--- src/inc/cts_pkg.sv ---
/*
 per-context tlb sync and translation control: shared constants.
 assumes apb with 32-bit data; offsets are byte addresses within the context page.
*/
package cts_pkg;
   // register byte offsets
   localparam logic [11:0] CTS_OFF_CTRL     = 12'h030;
   localparam logic [11:0] CTS_OFF_SYNC     = 12'h7F0;
   localparam logic [11:0] CTS_OFF_STATUS   = 12'h7F4;
   localparam logic [11:0] CTS_OFF_IRQ_STAT = 12'h800;
   localparam logic [11:0] CTS_OFF_IRQ_CLR  = 12'h804;
   localparam logic [11:0] CTS_OFF_IRQ_EN   = 12'h808;
   localparam logic [11:0] CTS_OFF_CFG      = 12'h80C;
   // translation control field positions
   localparam int CTS_B_EXT     = 31;
   localparam int CTS_B_NS1     = 30;
   localparam int CTS_B_SHR1_HI = 29;
   localparam int CTS_B_SHR1_LO = 28;
   localparam int CTS_B_OC1_HI  = 27;
   localparam int CTS_B_OC1_LO  = 26;
   localparam int CTS_B_NS0     = 14;
   localparam int CTS_B_WD1     = 5;
   localparam int CTS_B_WD0     = 4;
   localparam int CTS_B_SZ_HI  = 2;
   // writable bits in short and long layouts
   localparam logic [31:0] CTS_MASK_SHORT = 32'hC000_4037;
   localparam logic [31:0] CTS_MASK_LONG  = 32'hFC00_4037;
   // config register bit positions (stage2, wide scheme, hypervisor, secure)
   localparam int CTS_C_S2  = 0;
   localparam int CTS_C_W64 = 1;
   localparam int CTS_C_HYP = 2;
   localparam int CTS_C_SEC = 3;
   // interrupt status bit positions
   localparam int CTS_I_DONE = 0;
   localparam int CTS_I_ACC  = 1;
   // reset values
   localparam logic [31:0] CTS_CTRL_RST = 32'h0000_0000;
   localparam logic [3:0]  CTS_CFG_RST  = 4'h0;
   // sync engine states
   typedef enum logic [1:0] {
      CTS_IDLE = 2'b00,
      CTS_WAIT = 2'b01
   } cts_state_e;
endpackage

--- src/verilog/cts_ctrl.sv ---
/*
 per-context tlb sync engine and translation control register behind apb.
 assumes an invalidate engine outside that reports accept and completion pulses
 for this context only, and a walker that consumes the decoded control outputs.
*/
// Contract
// sync completes only after all earlier accepted invalidates of this context finished
// sync waits only on this context's invalidates, never other banks
// sync trigger is write-only, reads zero, data ignored
// translation control is 32-bit read-write; software must program it
// control settings choose which table base feeds the walk on a miss; the code takes the base from miss_upper alone
// control field layout depends on wide-scheme select and extended address enable
// effective extended enable is stored bit or stage2 or wide scheme or hypervisor
// bit 31 selects short format when 0, long format when 1
// stage2 and hypervisor long contexts treat extended enable as 1
// bits 30 and 14 give walk non-secure attributes, only in secure banks
// bit 5 set makes base-1 miss fault without walking
// bit 4 does the same for base-0 addresses
// short layout bits 2:0 hold region0 size offset; bit 3 reserved zero
// long layout bits 29:28 hold base-1 walk shareability
// long layout bits 27:26 hold base-1 walk outer cacheability
// read-only status bit 0 shows sync still pending, resets to 0
// software polls the status flag after triggering until it reads zero
`timescale 1ns/1ns
module cts_ctrl
   import cts_pkg::*;
#(
   parameter int CNT_W = 8
) (
   // clock, reset, enable
   input  wire logic        pclk,
   input  wire logic        presetn,
   input  wire logic        clk_en,
   // apb slave
   input  wire logic        psel,
   input  wire logic        penable,
   input  wire logic        pwrite,
   input  wire logic [11:0] paddr,
   input  wire logic [31:0] pwdata,
   input  wire logic [3:0]  pstrb,
   output logic             pready,
   output logic [31:0]      prdata,
   output logic             pslverr,
   // invalidate tracking for this context
   input  wire logic        inv_accept,
   input  wire logic        inv_done,
   // walk request from tlb miss
   input  wire logic        miss_valid,
   input  wire logic        miss_upper,
   // walk decisions
   output logic             walk_start,
   output logic             walk_fault,
   output logic             walk_base1,
   output logic             walk_nonsecure,
   output logic [1:0]       walk1_shareability,
   output logic [1:0]       walk1_outer_cacheability,
   output logic [2:0]       region0_size_offset,
   output logic             ext_addr_eff,
   // interrupt
   output logic             irq
);
   logic [31:0]      translation_control;
   logic [3:0]       cfg;
   logic [CNT_W-1:0] outstanding;   // invalidates accepted, not yet done
   logic [CNT_W-1:0] sync_remain;   // ones that predate the latest sync
   logic             sync_pending_flag;
   logic [1:0]       irq_stat;
   logic [1:0]       irq_en;
   logic             done_evt;
   logic             acc_evt;
   cts_state_e       state;

   // apb write strobe in the access phase; zero wait states
   logic wr;
   assign wr = psel && penable && pwrite && clk_en;

   // effective extended enable and layout choice
   logic ext_eff;
   logic [31:0] wmask;
   assign ext_eff = translation_control[CTS_B_EXT] | cfg[CTS_C_S2] | cfg[CTS_C_W64]
                  | cfg[CTS_C_HYP];
   assign wmask = ext_eff ? CTS_MASK_LONG : CTS_MASK_SHORT;

   // byte-lane merge for control write
   logic [31:0] bmask;
   always_comb begin
      for (int i = 0; i < 4; i++) begin
         bmask[i*8 +: 8] = {8{pstrb[i]}};
      end
   end

   // translation control register; reserved bits forced to zero
   always_ff @(posedge pclk or negedge presetn) begin
      if (!presetn) begin
         translation_control <= CTS_CTRL_RST;
      end else if (wr && paddr == CTS_OFF_CTRL) begin
         translation_control <= ((pwdata & bmask) | (translation_control & ~bmask))
                                & wmask;
      end
   end

   // context config register
   always_ff @(posedge pclk or negedge presetn) begin
      if (!presetn) begin
         cfg <= CTS_CFG_RST;
      end else if (wr && paddr == CTS_OFF_CFG && pstrb[0]) begin
         cfg <= pwdata[3:0];
      end
   end

   // outstanding invalidate count for this context only
   always_ff @(posedge pclk or negedge presetn) begin
      if (!presetn) begin
         outstanding <= '0;
      end else if (clk_en) begin
         outstanding <= outstanding + CNT_W'(inv_accept) - CNT_W'(inv_done);
      end
   end

   // sync engine: snapshot count at trigger, drain by completions
   logic trig;
   assign trig = wr && paddr == CTS_OFF_SYNC;
   always_ff @(posedge pclk or negedge presetn) begin
      if (!presetn) begin
         state       <= CTS_IDLE;
         sync_remain <= '0;
      end else if (clk_en) begin
         if (trig) begin
            // invalidates completing this cycle are already not owed
            sync_remain <= outstanding - CNT_W'(inv_done);
            state       <= (outstanding - CNT_W'(inv_done) == '0) ? CTS_IDLE : CTS_WAIT;
         end else begin
            case (state)
               CTS_IDLE: state <= CTS_IDLE;
               CTS_WAIT: begin
                  if (inv_done) begin
                     sync_remain <= sync_remain - CNT_W'(1);
                     if (sync_remain == CNT_W'(1)) state <= CTS_IDLE;
                  end
               end
               default: state <= CTS_IDLE;
            endcase
         end
      end
   end

   // pending flag seen by software
   always_ff @(posedge pclk or negedge presetn) begin
      if (!presetn) begin
         sync_pending_flag <= 1'b0;
      end else if (clk_en) begin
         if (trig) begin
            sync_pending_flag <= (outstanding - CNT_W'(inv_done)) != '0;
         end else if (state == CTS_WAIT && inv_done && sync_remain == CNT_W'(1)) begin
            sync_pending_flag <= 1'b0;
         end
      end
   end

   // interrupt events: sync finished, sync accepted
   assign done_evt = clk_en && state == CTS_WAIT && !trig && inv_done
                     && sync_remain == CNT_W'(1);
   assign acc_evt  = trig;

   // sticky status, set wins over clear
   logic clr;
   assign clr = wr && paddr == CTS_OFF_IRQ_CLR;
   always_ff @(posedge pclk or negedge presetn) begin
      if (!presetn) begin
         irq_stat <= 2'b00;
      end else if (clk_en) begin
         irq_stat <= (irq_stat & ~(clr ? pwdata[1:0] : 2'b00)) | {acc_evt, done_evt};
      end
   end

   // interrupt enable register
   always_ff @(posedge pclk or negedge presetn) begin
      if (!presetn) begin
         irq_en <= 2'b00;
      end else if (wr && paddr == CTS_OFF_IRQ_EN) begin
         irq_en <= pwdata[1:0];
      end
   end

   // interrupt output
   always_ff @(posedge pclk or negedge presetn) begin
      if (!presetn) begin
         irq <= 1'b0;
      end else if (clk_en) begin
         irq <= |(irq_stat & irq_en);
      end
   end

   // read mux; unmapped reads zero with error
   logic [31:0] next_prdata;
   logic        next_err;
   always_comb begin
      next_prdata = 32'h0000_0000;
      next_err    = 1'b0;
      case (paddr)
         CTS_OFF_CTRL:     next_prdata = translation_control;
         CTS_OFF_SYNC:     next_prdata = 32'h0000_0000;
         CTS_OFF_STATUS:   next_prdata = {31'h0, sync_pending_flag};
         CTS_OFF_IRQ_STAT: next_prdata = {30'h0, irq_stat};
         CTS_OFF_IRQ_CLR:  next_prdata = 32'h0000_0000;
         CTS_OFF_IRQ_EN:   next_prdata = {30'h0, irq_en};
         CTS_OFF_CFG:      next_prdata = {28'h0, cfg};
         default:          next_err    = 1'b1;
      endcase
   end

   // apb answer: registered, zero wait states
   always_ff @(posedge pclk or negedge presetn) begin
      if (!presetn) begin
         pready  <= 1'b0;
         prdata  <= 32'h0000_0000;
         pslverr <= 1'b0;
      end else if (clk_en) begin
         pready  <= psel && !penable;
         prdata  <= (psel && !penable && !pwrite) ? next_prdata : 32'h0000_0000;
         pslverr <= psel && !penable && next_err;
      end
   end

   // walk decision per miss
   logic pd_hit;
   assign pd_hit = miss_upper ? translation_control[CTS_B_WD1]
                              : translation_control[CTS_B_WD0];
   always_ff @(posedge pclk or negedge presetn) begin
      if (!presetn) begin
         walk_start     <= 1'b0;
         walk_fault     <= 1'b0;
         walk_base1     <= 1'b0;
         walk_nonsecure <= 1'b0;
      end else if (clk_en) begin
         walk_start     <= miss_valid && !pd_hit;
         walk_fault     <= miss_valid && pd_hit;
         walk_base1     <= miss_upper;
         walk_nonsecure <= cfg[CTS_C_SEC]
                          && (miss_upper ? translation_control[CTS_B_NS1]
                                         : translation_control[CTS_B_NS0]);
      end
   end

   // decoded attribute outputs
   always_ff @(posedge pclk or negedge presetn) begin
      if (!presetn) begin
         walk1_shareability       <= 2'b00;
         walk1_outer_cacheability <= 2'b00;
         region0_size_offset      <= 3'b000;
         ext_addr_eff             <= 1'b0;
      end else if (clk_en) begin
         walk1_shareability       <= ext_eff ? translation_control[CTS_B_SHR1_HI:CTS_B_SHR1_LO]
                                             : 2'b00;
         walk1_outer_cacheability <= ext_eff ? translation_control[CTS_B_OC1_HI:CTS_B_OC1_LO]
                                             : 2'b00;
         region0_size_offset      <= translation_control[CTS_B_SZ_HI:0];
         ext_addr_eff             <= ext_eff;
      end
   end

   // checks
   property p_sync_clears;
      @(posedge pclk) disable iff (!presetn)
      (done_evt) |=> !sync_pending_flag;
   endproperty
   a_sync_clears: assert property (p_sync_clears) else $error("flag not cleared");

   property p_trig_empty;
      @(posedge pclk) disable iff (!presetn)
      (trig && outstanding == '0) |=> !sync_pending_flag;
   endproperty
   a_trig_empty: assert property (p_trig_empty) else $error("empty sync pending");

   property p_sync_reads_zero;
      @(posedge pclk) disable iff (!presetn)
      (clk_en && psel && !penable && !pwrite && paddr == CTS_OFF_SYNC) |=> prdata == 32'h0;
   endproperty
   a_sync_reads_zero: assert property (p_sync_reads_zero) else $error("sync read nonzero");

   property p_ext_forced;
      @(posedge pclk) disable iff (!presetn)
      (clk_en && (cfg[CTS_C_S2] || cfg[CTS_C_HYP])) |=> ext_addr_eff;
   endproperty
   a_ext_forced: assert property (p_ext_forced) else $error("extended enable low");

   property p_wd1;
      @(posedge pclk) disable iff (!presetn)
      (clk_en && miss_valid && miss_upper && translation_control[CTS_B_WD1])
         |=> walk_fault && !walk_start;
   endproperty
   a_wd1: assert property (p_wd1) else $error("base1 walk while disabled");

   property p_wd0;
      @(posedge pclk) disable iff (!presetn)
      (clk_en && miss_valid && !miss_upper && !translation_control[CTS_B_WD0])
         |=> walk_start && !walk_fault;
   endproperty
   a_wd0: assert property (p_wd0) else $error("base0 walk missing");

   property p_ns;
      @(posedge pclk) disable iff (!presetn)
      (clk_en && !cfg[CTS_C_SEC]) |=> !walk_nonsecure;
   endproperty
   a_ns: assert property (p_ns) else $error("ns in nonsecure bank");

   property p_bit3;
      @(posedge pclk) disable iff (!presetn)
      1'b1 |-> !translation_control[3];
   endproperty
   a_bit3: assert property (p_bit3) else $error("reserved bit set");

   property p_sync_starts;
      @(posedge pclk) disable iff (!presetn)
      (trig && outstanding != CNT_W'(inv_done)) |=> sync_pending_flag;
   endproperty
   a_sync_starts: assert property (p_sync_starts) else $error("sync not pending");

   property p_sync_holds;
      @(posedge pclk) disable iff (!presetn)
      (clk_en && sync_pending_flag && !trig && !inv_done) |=> sync_pending_flag;
   endproperty
   a_sync_holds: assert property (p_sync_holds) else $error("sync ended early");

   property p_trig_keeps_ctrl;
      @(posedge pclk) disable iff (!presetn)
      (trig) |=> $stable(translation_control);
   endproperty
   a_trig_keeps_ctrl: assert property (p_trig_keeps_ctrl) else $error("sync data stored");

   property p_wd1_walks;
      @(posedge pclk) disable iff (!presetn)
      (clk_en && miss_valid && miss_upper && !translation_control[CTS_B_WD1])
         |=> walk_start && !walk_fault;
   endproperty
   a_wd1_walks: assert property (p_wd1_walks) else $error("base1 walk missing");

   property p_wd0_faults;
      @(posedge pclk) disable iff (!presetn)
      (clk_en && miss_valid && !miss_upper && translation_control[CTS_B_WD0])
         |=> walk_fault && !walk_start;
   endproperty
   a_wd0_faults: assert property (p_wd0_faults) else $error("base0 walk while disabled");

   property p_base1;
      @(posedge pclk) disable iff (!presetn)
      (clk_en) |=> walk_base1 == $past(miss_upper);
   endproperty
   a_base1: assert property (p_base1) else $error("wrong table base");

   property p_ns1;
      @(posedge pclk) disable iff (!presetn)
      (clk_en && cfg[CTS_C_SEC] && miss_upper && translation_control[CTS_B_NS1]) |=> walk_nonsecure;
   endproperty
   a_ns1: assert property (p_ns1) else $error("base1 walk not nonsecure");

   property p_wide;
      @(posedge pclk) disable iff (!presetn)
      (clk_en && cfg[CTS_C_W64]) |=> ext_addr_eff;
   endproperty
   a_wide: assert property (p_wide) else $error("wide scheme without extended enable");

   property p_shr_short;
      @(posedge pclk) disable iff (!presetn)
      (clk_en && !ext_eff) |=> walk1_shareability == 2'h0;
   endproperty
   a_shr_short: assert property (p_shr_short) else $error("shareability in short layout");

   property p_oc_short;
      @(posedge pclk) disable iff (!presetn)
      (clk_en && !ext_eff) |=> walk1_outer_cacheability == 2'h0;
   endproperty
   a_oc_short: assert property (p_oc_short) else $error("cacheability in short layout");

   property p_size;
      @(posedge pclk) disable iff (!presetn)
      (clk_en) |=> region0_size_offset == $past(translation_control[CTS_B_SZ_HI:0]);
   endproperty
   a_size: assert property (p_size) else $error("size offset mismatch");
endmodule // cts_ctrl

--- config.mk ---
export PLATFORM = sky130hd
export DESIGN_NAME = cts_ctrl
export DESIGN_NICKNAME = d
export VERILOG_FILES = /design/src/inc/cts_pkg.sv /design/src/verilog/cts_ctrl.sv
export SDC_FILE = /design/constraint.sdc
export NUM_CORES = 1
export LEC_CHECK = 0
export ABC_AREA = 0
export BUFFER_PORTS_ARGS = -buffer_cell sky130_fd_sc_hd__buf_2
export CAP_MARGIN = 20
export CORE_MARGIN = 2
export CORE_UTILIZATION = 45
export DETAILED_ROUTE_END_ITERATION = 7
export GPL_TIMING_DRIVEN = 1
export HOLD_SLACK_MARGIN = 0.08
export PLACE_DENSITY = 0.79
export SKIP_CTS_REPAIR_TIMING = 1
export SLEW_MARGIN = 0
export SYNTH_ARGS = -nofsm -noshare
export SYNTH_HDL_FRONTEND = slang
export SYNTH_SLANG_ARGS = --single-unit
--- constraint.sdc ---
create_clock -name pclk -period 2.15 [get_ports pclk]
set_input_delay 0.215 -clock pclk [delete_from_list [all_inputs] [get_ports pclk]]
set_output_delay 0.215 -clock pclk [all_outputs]
set_load 0.01 [all_outputs]
* Yosys cells after proc, flatten, opt, wreduce, memory -nomap -nowiden *
Index checks and enable logic that the tools add are counted.

cells by class
  reductions and logical operators = 35
  $add $sub $neg = 4
  bitwise gates (word level) = 12
  equal/unequal tests = 11
  multiplexer cells = 19

operators with widths
  operator                                                                  count
  32-bit case mux with 5 select lines                                       1
  32-bit AND                                                                3
  12-bit equality test (second input constant)                              4
  32-bit two-way mux                                                        1
  32-bit NOT                                                                1
  32-bit bitwise OR                                                         1
  30-bit two-way mux                                                        1
  12-bit by 11-bit equality test with 1-bit output (second input constant)  2
  8-bit two-way mux                                                         3
  1-bit logical AND                                                         21
  8-bit by 1-bit subtractor with 8-bit output                               2
  2-bit two-way mux                                                         7
  12-bit by 6-bit equality test with 1-bit output (second input constant)   1
  8-bit by 1-bit adder with 8-bit output                                    1
  8-bit by 1-bit equality test with 1-bit output (second input constant)    1
  8-bit logical NOT                                                         1
  8-bit nonzero test                                                        1
  8-bit by 1-bit subtractor with 8-bit output (second input constant)       1
  7-bit OR reduction                                                        1
  1-bit two-way mux                                                         6
  3-bit != test (second input constant)                                     2
  3-bit AND reduction                                                       2
  2-bit nonzero test                                                        3
  2-bit AND                                                                 2
  other kinds (7)                                                           12

storage, ports and cells
  bits in registers = 106
  output and inout port bits = 47
  input bits = 58

* Depth between registers and ports, before layout *
Gate-level depths: netlist of the first run.

  depth after elaboration = 9
  depth in mapped cells = 11
  gate-level depth less buffers = 11

* Worst setup path before layout of the first run *
No wires, ideal clock.

  kind = register to register
  start point = reg outstanding[0]
  end point = reg outstanding[6]
  library setup time = 0.137 ns
  stages on the path, launching flop included = 12
  data arrival time = 1.964 ns
  path buffers = 0
  slack = 0.049 ns
  data required time = 2.013 ns
  path through = dfrtp_1 inv_1 ha_1 inv_1 ha_1 inv_1 fa_1 o21ba_2 o21bai_1 a221oi_1 xnor2_1 a21oi_1

between the ends
  longest elaborated chain between the ends = 2

RTL lines
  item                                         line             RTL
  from (decl)                                  cts_ctrl.sv:64   logic [CNT_W-1:0] outstanding;
  from (signal assigned)                       cts_ctrl.sv:116  outstanding <= outstanding + CNT_W'(inv_accept) - CNT_W'(inv_done);
  8-bit by 1-bit adder with 8-bit output       cts_ctrl.sv:116
  8-bit by 1-bit subtractor with 8-bit output  cts_ctrl.sv:116

No other way between the ends.
A chain may end at the register's enable or synchronous reset.

* Final worst setup path of the first run *
Same ends and word-level chain as after synthesis.

==> summary.txt, run 1 <==
Floorplan
  – IO Pins: 105
  – Die area: 8840 µm²
  – Die X: 94.0 µm
  – Effective utilization at floorplan: 0.467
  – Core Area: 7810 µm²
  – # rows: 32
  – Die Y-Extent: 94.0 µm

Yosys
  – Post-synth EDFFs: 0
  – Syn Area/Cell: 10.6 µm²
  – Async set-or-reset flop fraction in the synthesized netlist: 1.00
  – Cell taking the most area after synthesis: dfrtp_1
  – Post-synthesis register bit count: 66
  – Top-count cell post-synth: dfrtp_1
  – Area contributors post-synth: dfrtp_1 45%, ha_1 6.2%, mux2_2 5.9%, buf_4 4.1%, a22o_1 3.4%
  – Post-Syn Instances: 345
  – Top-area cell type share of the netlist area: 0.453
  – Top FF cell, synth: dfrtp_1
  – Yosys warns: 0
  – Syn Std Cell Area: 3650 µm²
  – Register area share after synthesis: 0.453
  – Post-synth top cells: 66 x dfrtp_1, 26 x nand2_1, 23 x inv_1
  – Yosys cell types: 55

Critical path
  – Crit path max-delay family: adder cells
  – FF-to-FF Start: outstanding[0]$_DFFE_PN0P_
  – Worst Path Buf+Inv: 3
  – Startpoint Class: register
  – CP endpoint: outstanding[6]$_DFFE_PN0P_
  – R2R depth: 11
  – R2r setup slk: 30 ps
  – Critical path's slowest cell: dfrtp_1
  – Critical path class: register to register
  – Critical Path Stages: 11
  – Slowest stage delay, CP: 380 ps
  – Crit-path most repeated cell: inv_2
  – Worst R2R End: outstanding[6]$_DFFE_PN0P_
  – Crit end category: register
  – Worst-path maximum fanout: 3
  – Crit-path cells: inv_2, ha_4, inv_2, ha_2, inv_1, fa_2, o21ba_2, o21bai_4, a221oi_2, xnor2_1, a21oi_1
  – Req. time, crit path: 2360 ps
  – Crit path arrival time: 2330 ps
  – CP Launch Point: outstanding[0]$_DFFE_PN0P_

Global route
  – Vias in the first global route: 2944
  – First-pass GRT wire length: 14100 µm
  – Largest net degree at the start of global routing: 35
  – Antenna violations before repair: 0
  – Total gr overflow: 0
  – Total GRT Usage: 0.203

Detailed routing
  – Initial DRC count: 153
  – Via count: 2954
  – DR pass1 iterations: 4
  – Avg WL per Cell: 15.6 µm
  – Vias per cell: 5.47
  – DRT Wirelength: 8410 µm
  – DRC: 0
  – Final ANT Viol Nets: 0

Final layout
  – Area growth syn-to-layout: 22.2%
  – End-of-flow core utilization: 0.571
  – Footprint of the multi-input gates: 1880 µm²
  – Layout cell share with drive strength beyond 1: 0.331
  – Filler cell count: 668
  – Sequential cell area: 1650 µm²
  – Final std cells w/o fill: 540
  – Final instance area: 4450 µm²
  – Nets: 510
  – N_diodes: 0

CTS
  – Clock Tree Root: clkbuf_8
  – Num CTS Buffers: 9
  – Worst-Skew Late Latency: 350 ps
  – Clk slew on worst S/H paths: 70 ps
  – H-tree depth: 3
  – CTS tree: built
  – Clk sinks: 66
  – Max clock buf depth: 2

Timing
  – Final Slew Violations: 0
  – Hold slack: 94.9 ps
  – Final count of hold timing violations: 0
  – F_max: 473 MHz
  – Period utilization: 0.984
  – Final setup violation count: 0
  – Skew final: 7.64 ps
  – Fin crit period: 2120 ps
  – RSZ-0062 raised after global routing: yes
  – Max_slew headroom: 0.529
  – Slew at the pin with the worst max-slew slack: 705 ps

Place
  – Placed Cells: 523
  – Routability Congestion: 0.858
  – Port Buf Inserts: 65
  – Hpwl dp: 6180 µm
  – Dpl cell area: 4140 µm²

Power
  – Pwr Density: 952 nW/µm²
  – Pleak: 2.22 nW
  – Peak supply drop: 416 µV
  – Power, Total: 4.24 mW

Outcome
  – Status: completed

Hold path
  – Hold Path Class: primary input to register

Job
  – Max-cap violations: 0
[placed cells by master (no fill, tap or decap), types with 9 or more instances in the layout]
| cell | count |
|---|---|
| o21ai_0 | 9 |
| mux2_2 | 19 |
| a22o_1 | 14 |
| buf_4 | 20 |
| buf_2 | 65 |
| a21oi_1 | 9 |
| dfrtp_1 | 66 |
| xnor2_1 | 14 |
| ha_1 | 13 |
| inv_1 | 21 |
| nand2_1 | 26 |
| nor2_1 | 18 |
| clkbuf_8 | 10 |
| conb_1 | 19 |
[kinds of logic after synthesis]
group / after synthesis / synth area share
AOI/OAI and AO/OA: 67 / 0.135
xor gates and xnor gates: 16 / 0.0384
adders and majority gates: 19 / 0.0673
buffers and inverters: 50 / 0.0724
DFF: 66 / 0.453
muxes: 25 / 0.0779
other: 1 / 0.00103
and+or+nand+nor: 101 / 0.155
[report_power, final]
group / internal [mW] / total [mW] / switching (mW)
registers: 1.33 / 1.40 / 0.0667
clock network: 0.686 / 1.18 / 0.499
logic: 0.780 / 1.66 / 0.879
[final cells by class]
cell class                      instances  area share
Multi-Input combinational cell        247       0.421
Sequential cell                        66       0.371
Timing Repair Buffer                   86       0.109
Clock buffer                           10      0.0309
Tap cell                              102      0.0287
Clock inverter                          6      0.0199
Inverter                               23      0.0194
[per-layer routing]
layer / routed length, µm / GRT usage
met3: 461 / 0.0425
met1: 3650 / 0.269
met2: 4110 / 0.326
met4: 191 / 0.0821
met5: 0 / 0
[worst min path at each step]
| stage | start | end | slack [ps] | depth (start not counted) |
|---|---|---|---|---|
| 2_1_floorplan | presetn | async pin | -80 | 0 |
| 3_3_place_gp | presetn | region0_size_offset[2]$_DFFE_PN0P_ | 200 | 1 |
| 3_5_place_dp | presetn | region0_size_offset[2]$_DFFE_PN0P_ | 210 | 1 |
| 4_1_cts | presetn | region0_size_offset[2]$_DFFE_PN0P_ | -170 | 1 |
| 5_1_grt | pwdata[28] | translation_control[28]$_DFFE_PN0P_ | 90 | 2 |
| 6_report | pwdata[28] | translation_control[28]$_DFFE_PN0P_ | 90 | 2 |
[through the flow]
stage               setup TNS (ps)  setup slack (ps)
finish                           0              33.8
detailed placement            -132              -131
floorplan                        0              49.5
global placement             -38.2             -38.2
CTS                           -172              -156
global route                 -57.8             -57.8
Power figures use the tool's default switching activity.
==> run 2, diff against run 1 <==
--- a/config.mk
+++ b/config.mk
@@ -6,14 +6,14 @@
 export NUM_CORES = 1
 export LEC_CHECK = 0
 export ABC_AREA = 0
-export BUFFER_PORTS_ARGS = -buffer_cell sky130_fd_sc_hd__buf_2
 export CAP_MARGIN = 20
 export CORE_MARGIN = 2
 export CORE_UTILIZATION = 45
 export DETAILED_ROUTE_END_ITERATION = 7
+export DONT_BUFFER_PORTS = 1
 export GPL_TIMING_DRIVEN = 1
 export HOLD_SLACK_MARGIN = 0.08
-export PLACE_DENSITY = 0.79
+export PLACE_DENSITY = 0.67
 export SKIP_CTS_REPAIR_TIMING = 1
 export SLEW_MARGIN = 0
 export SYNTH_ARGS = -nofsm -noshare
==> run 2 against run 1 <==
Effect of this change: clock power is essentially flat; hold slack better by 11 ps; global-route usage down 1.9 points; clock skew is 0.61 ps lower; sequential power barely moved; first-iteration DRC count decreased by 14%; worst setup slack improved by 68 ps; via count fell by 6.8%; final cell count down 9.3%; combinational power down 3%.
==> summary.txt, run 2 (synthesized netlist as in run 1, its figures left out) <==
Detailed routing
  – Final ANT Viol Nets: 0 (unchanged)
  – Avg WL per Cell: 16.8 µm (was 15.6 µm)
  – Initial DRC count: 132 (was 153)
  – DR pass1 iterations: 4 (unchanged)
  – DRT Wirelength: 8240 µm (was 8410 µm)
  – Vias per cell: 5.62 (was 5.47)
  – Via count: 2754 (was 2954)
  – DRC: 0 (unchanged)

Final layout
  – Commonest non-fill, non-tap cell in the layout: dfrtp_1 (unchanged)
  – Layout cell share with drive strength beyond 1: 0.201 (was 0.331)
  – Area growth syn-to-layout: 18.3% (was 22.2%)
  – End-of-flow core utilization: 0.552 (was 0.571)
  – N_diodes: 0 (unchanged)
  – Nets: 460 (was 510)
  – Final instance area: 4310 µm² (was 4450 µm²)
  – Most frequent cells in the layout: 66 x dfrtp_1, 26 x nand2_1, 20 x inv_1 (was 66 x dfrtp_1, 65 x buf_2, 26 x nand2_1)

Timing
  – F_max: 488 MHz (was 473 MHz)
  – Final count of hold timing violations: 0 (unchanged)
  – Slew at the pin with the worst max-slew slack: 721 ps (was 705 ps)
  – Fin crit period: 2050 ps (was 2120 ps)
  – Final worst slack: 102 ps (was 33.8 ps)
  – Max_slew headroom: 0.519 (was 0.529)
  – Period utilization: 0.953 (was 0.984)
  – Final Slew Violations: 0 (unchanged)
  – Skew final: 7.03 ps (was 7.64 ps)
  – Final setup violation count: 0 (unchanged)
  – RSZ-0062 raised after global routing: yes (unchanged)

Power
  – Peak supply drop: 425 µV (was 416 µV)
  – Power, Total: 4.18 mW (was 4.24 mW)
  – Pwr Density: 969 nW/µm² (was 952 nW/µm²)
  – Pleak: 2.00 nW (was 2.22 nW)

Floorplan
  – Effective utilization at floorplan: 0.467 (unchanged)
  – IO Pins: 105 (unchanged)
  – Die area: 8840 µm² (unchanged)
  – # rows: 32 (unchanged)
  – Core Area: 7810 µm² (unchanged)
  – Die Y-Extent: 94.0 µm (unchanged)
  – Die X: 94.0 µm (unchanged)

Global route
  – Total GRT Usage: 0.184 (was 0.203)
  – First-pass GRT wire length: 12700 µm (was 14100 µm)
  – Vias in the first global route: 2618 (was 2944)
  – Total gr overflow: 0 (unchanged)
  – Antenna violations before repair: 0 (unchanged)
  – Largest net degree at the start of global routing: 67 (was 35)

Job
  – Max-cap violations: 0 (unchanged)

Hold path
  – Hold Path Class: primary input to register (unchanged)

Critical path
  – Crit path arrival time: 2260 ps (was 2330 ps)
  – Worst-path maximum fanout: 2 (was 3)
  – Crit end category: register (unchanged)
  – Startpoint Class: register (unchanged)
  – Critical path class: register to register (unchanged)
  – Req. time, crit path: 2360 ps (about the same)

CTS
  – Clock Tree Root: clkbuf_8 (unchanged)
  – Clk slew on worst S/H paths: 70 ps (about the same)
  – Clk sinks: 66 (unchanged)
  – CTS tree: built (unchanged)
  – Num CTS Buffers: 9 (unchanged)
  – Max clock buf depth: 2 (unchanged)
  – H-tree depth: 3 (unchanged)
  – Worst-Skew Late Latency: 330 ps (was 350 ps)

Outcome
  – Status: completed (unchanged)

Place
  – Routability Congestion: 0.860 (was 0.858)
  – Hpwl dp: 5750 µm (was 6180 µm)
  – Port Buf Inserts: 0 (was 65)
  – Dpl cell area: 3780 µm² (was 4140 µm²)
  – Dpl ws: -41.4 ps (was -131 ps)
==> run 2: cell types whose count changed in the layout (fill, tap and decap cells not counted), sizes merged <==
cell | previous run | this run
dlygate4sd3 | 1 | 17
clkinvlp | 2 | 1
inv | 24 | 23
buf | 85 | 19
clkinv | 1 | 3
==> run 2: metrics by stage <==
stage / setup TNS [ps] / hold slack, ps / std cells
floorplan: 0 / -80.6 / 363
global placement: -11.4 / -79.6 / 454
detailed placement: -41.4 / -79.8 / 454
CTS: -70.2 / -448 / 470
global route: -65.5 / 109 / 490
finish: 0 / 106 / 490
==> run 2: worst paths after layout <==
path	slack, ps	startpoint	endpoint	cells after the start
worst max-delay path	100	outstanding[0]$_DFFE_PN0P_	outstanding[6]$_DFFE_PN0P_	11
worst min-delay path	110	psel	pready$_DFFE_PN0P_	2
worst max register to register	100	outstanding[0]$_DFFE_PN0P_	outstanding[6]$_DFFE_PN0P_	11
worst min register to register	500	outstanding[7]$_DFFE_PN0P_	outstanding[7]$_DFFE_PN0P_	1
max in group asynchronous	1430	presetn	outstanding[4]$_DFFE_PN0P_	2
min in group asynchronous	450	presetn	cfg[3]$_DFFE_PN0P_	2
==> run 2: critical path: stages, from the launching register on <==
cell and delay, ps:
dfrtp_1 380, inv_2 70, ha_4 200, inv_4 50, ha_4 130, inv_2 40
fa_2 360, o21ba_4 230, o21bai_4 150, a221oi_2 80, xnor2_1 160, a21oi_1 80
==> run 2: cell type report <==
| class | count | area, µm² |
|---|---|---|
| timing repair buffer | 36 | 345 |
| inverter | 23 | 88.8 |
| tap | 102 | 128 |
| clock inverter | 6 | 90.1 |
| multi-input combinational | 247 | 1870 |
| clock buffer | 10 | 138 |
| fill | 679 | 3490 |
| sequential | 66 | 1650 |
==> run 2: routing by layer <==
layer | routed length [µm] | vias to the layer above | track usage
li1 | - | 1275 | -
met1 | 3670 | 1368 | 0.239
met2 | 4020 | 101 | 0.302
met3 | 484 | 10 | 0.0498
met4 | 70 | 0 | 0.0531
met5 | 0 | - | 0
==> run 2: where the power goes <==
group,internal (mW),switching (mW)
combinational,0.798,0.808
sequential,1.33,0.0753
clock,0.686,0.483
total,2.81,1.37
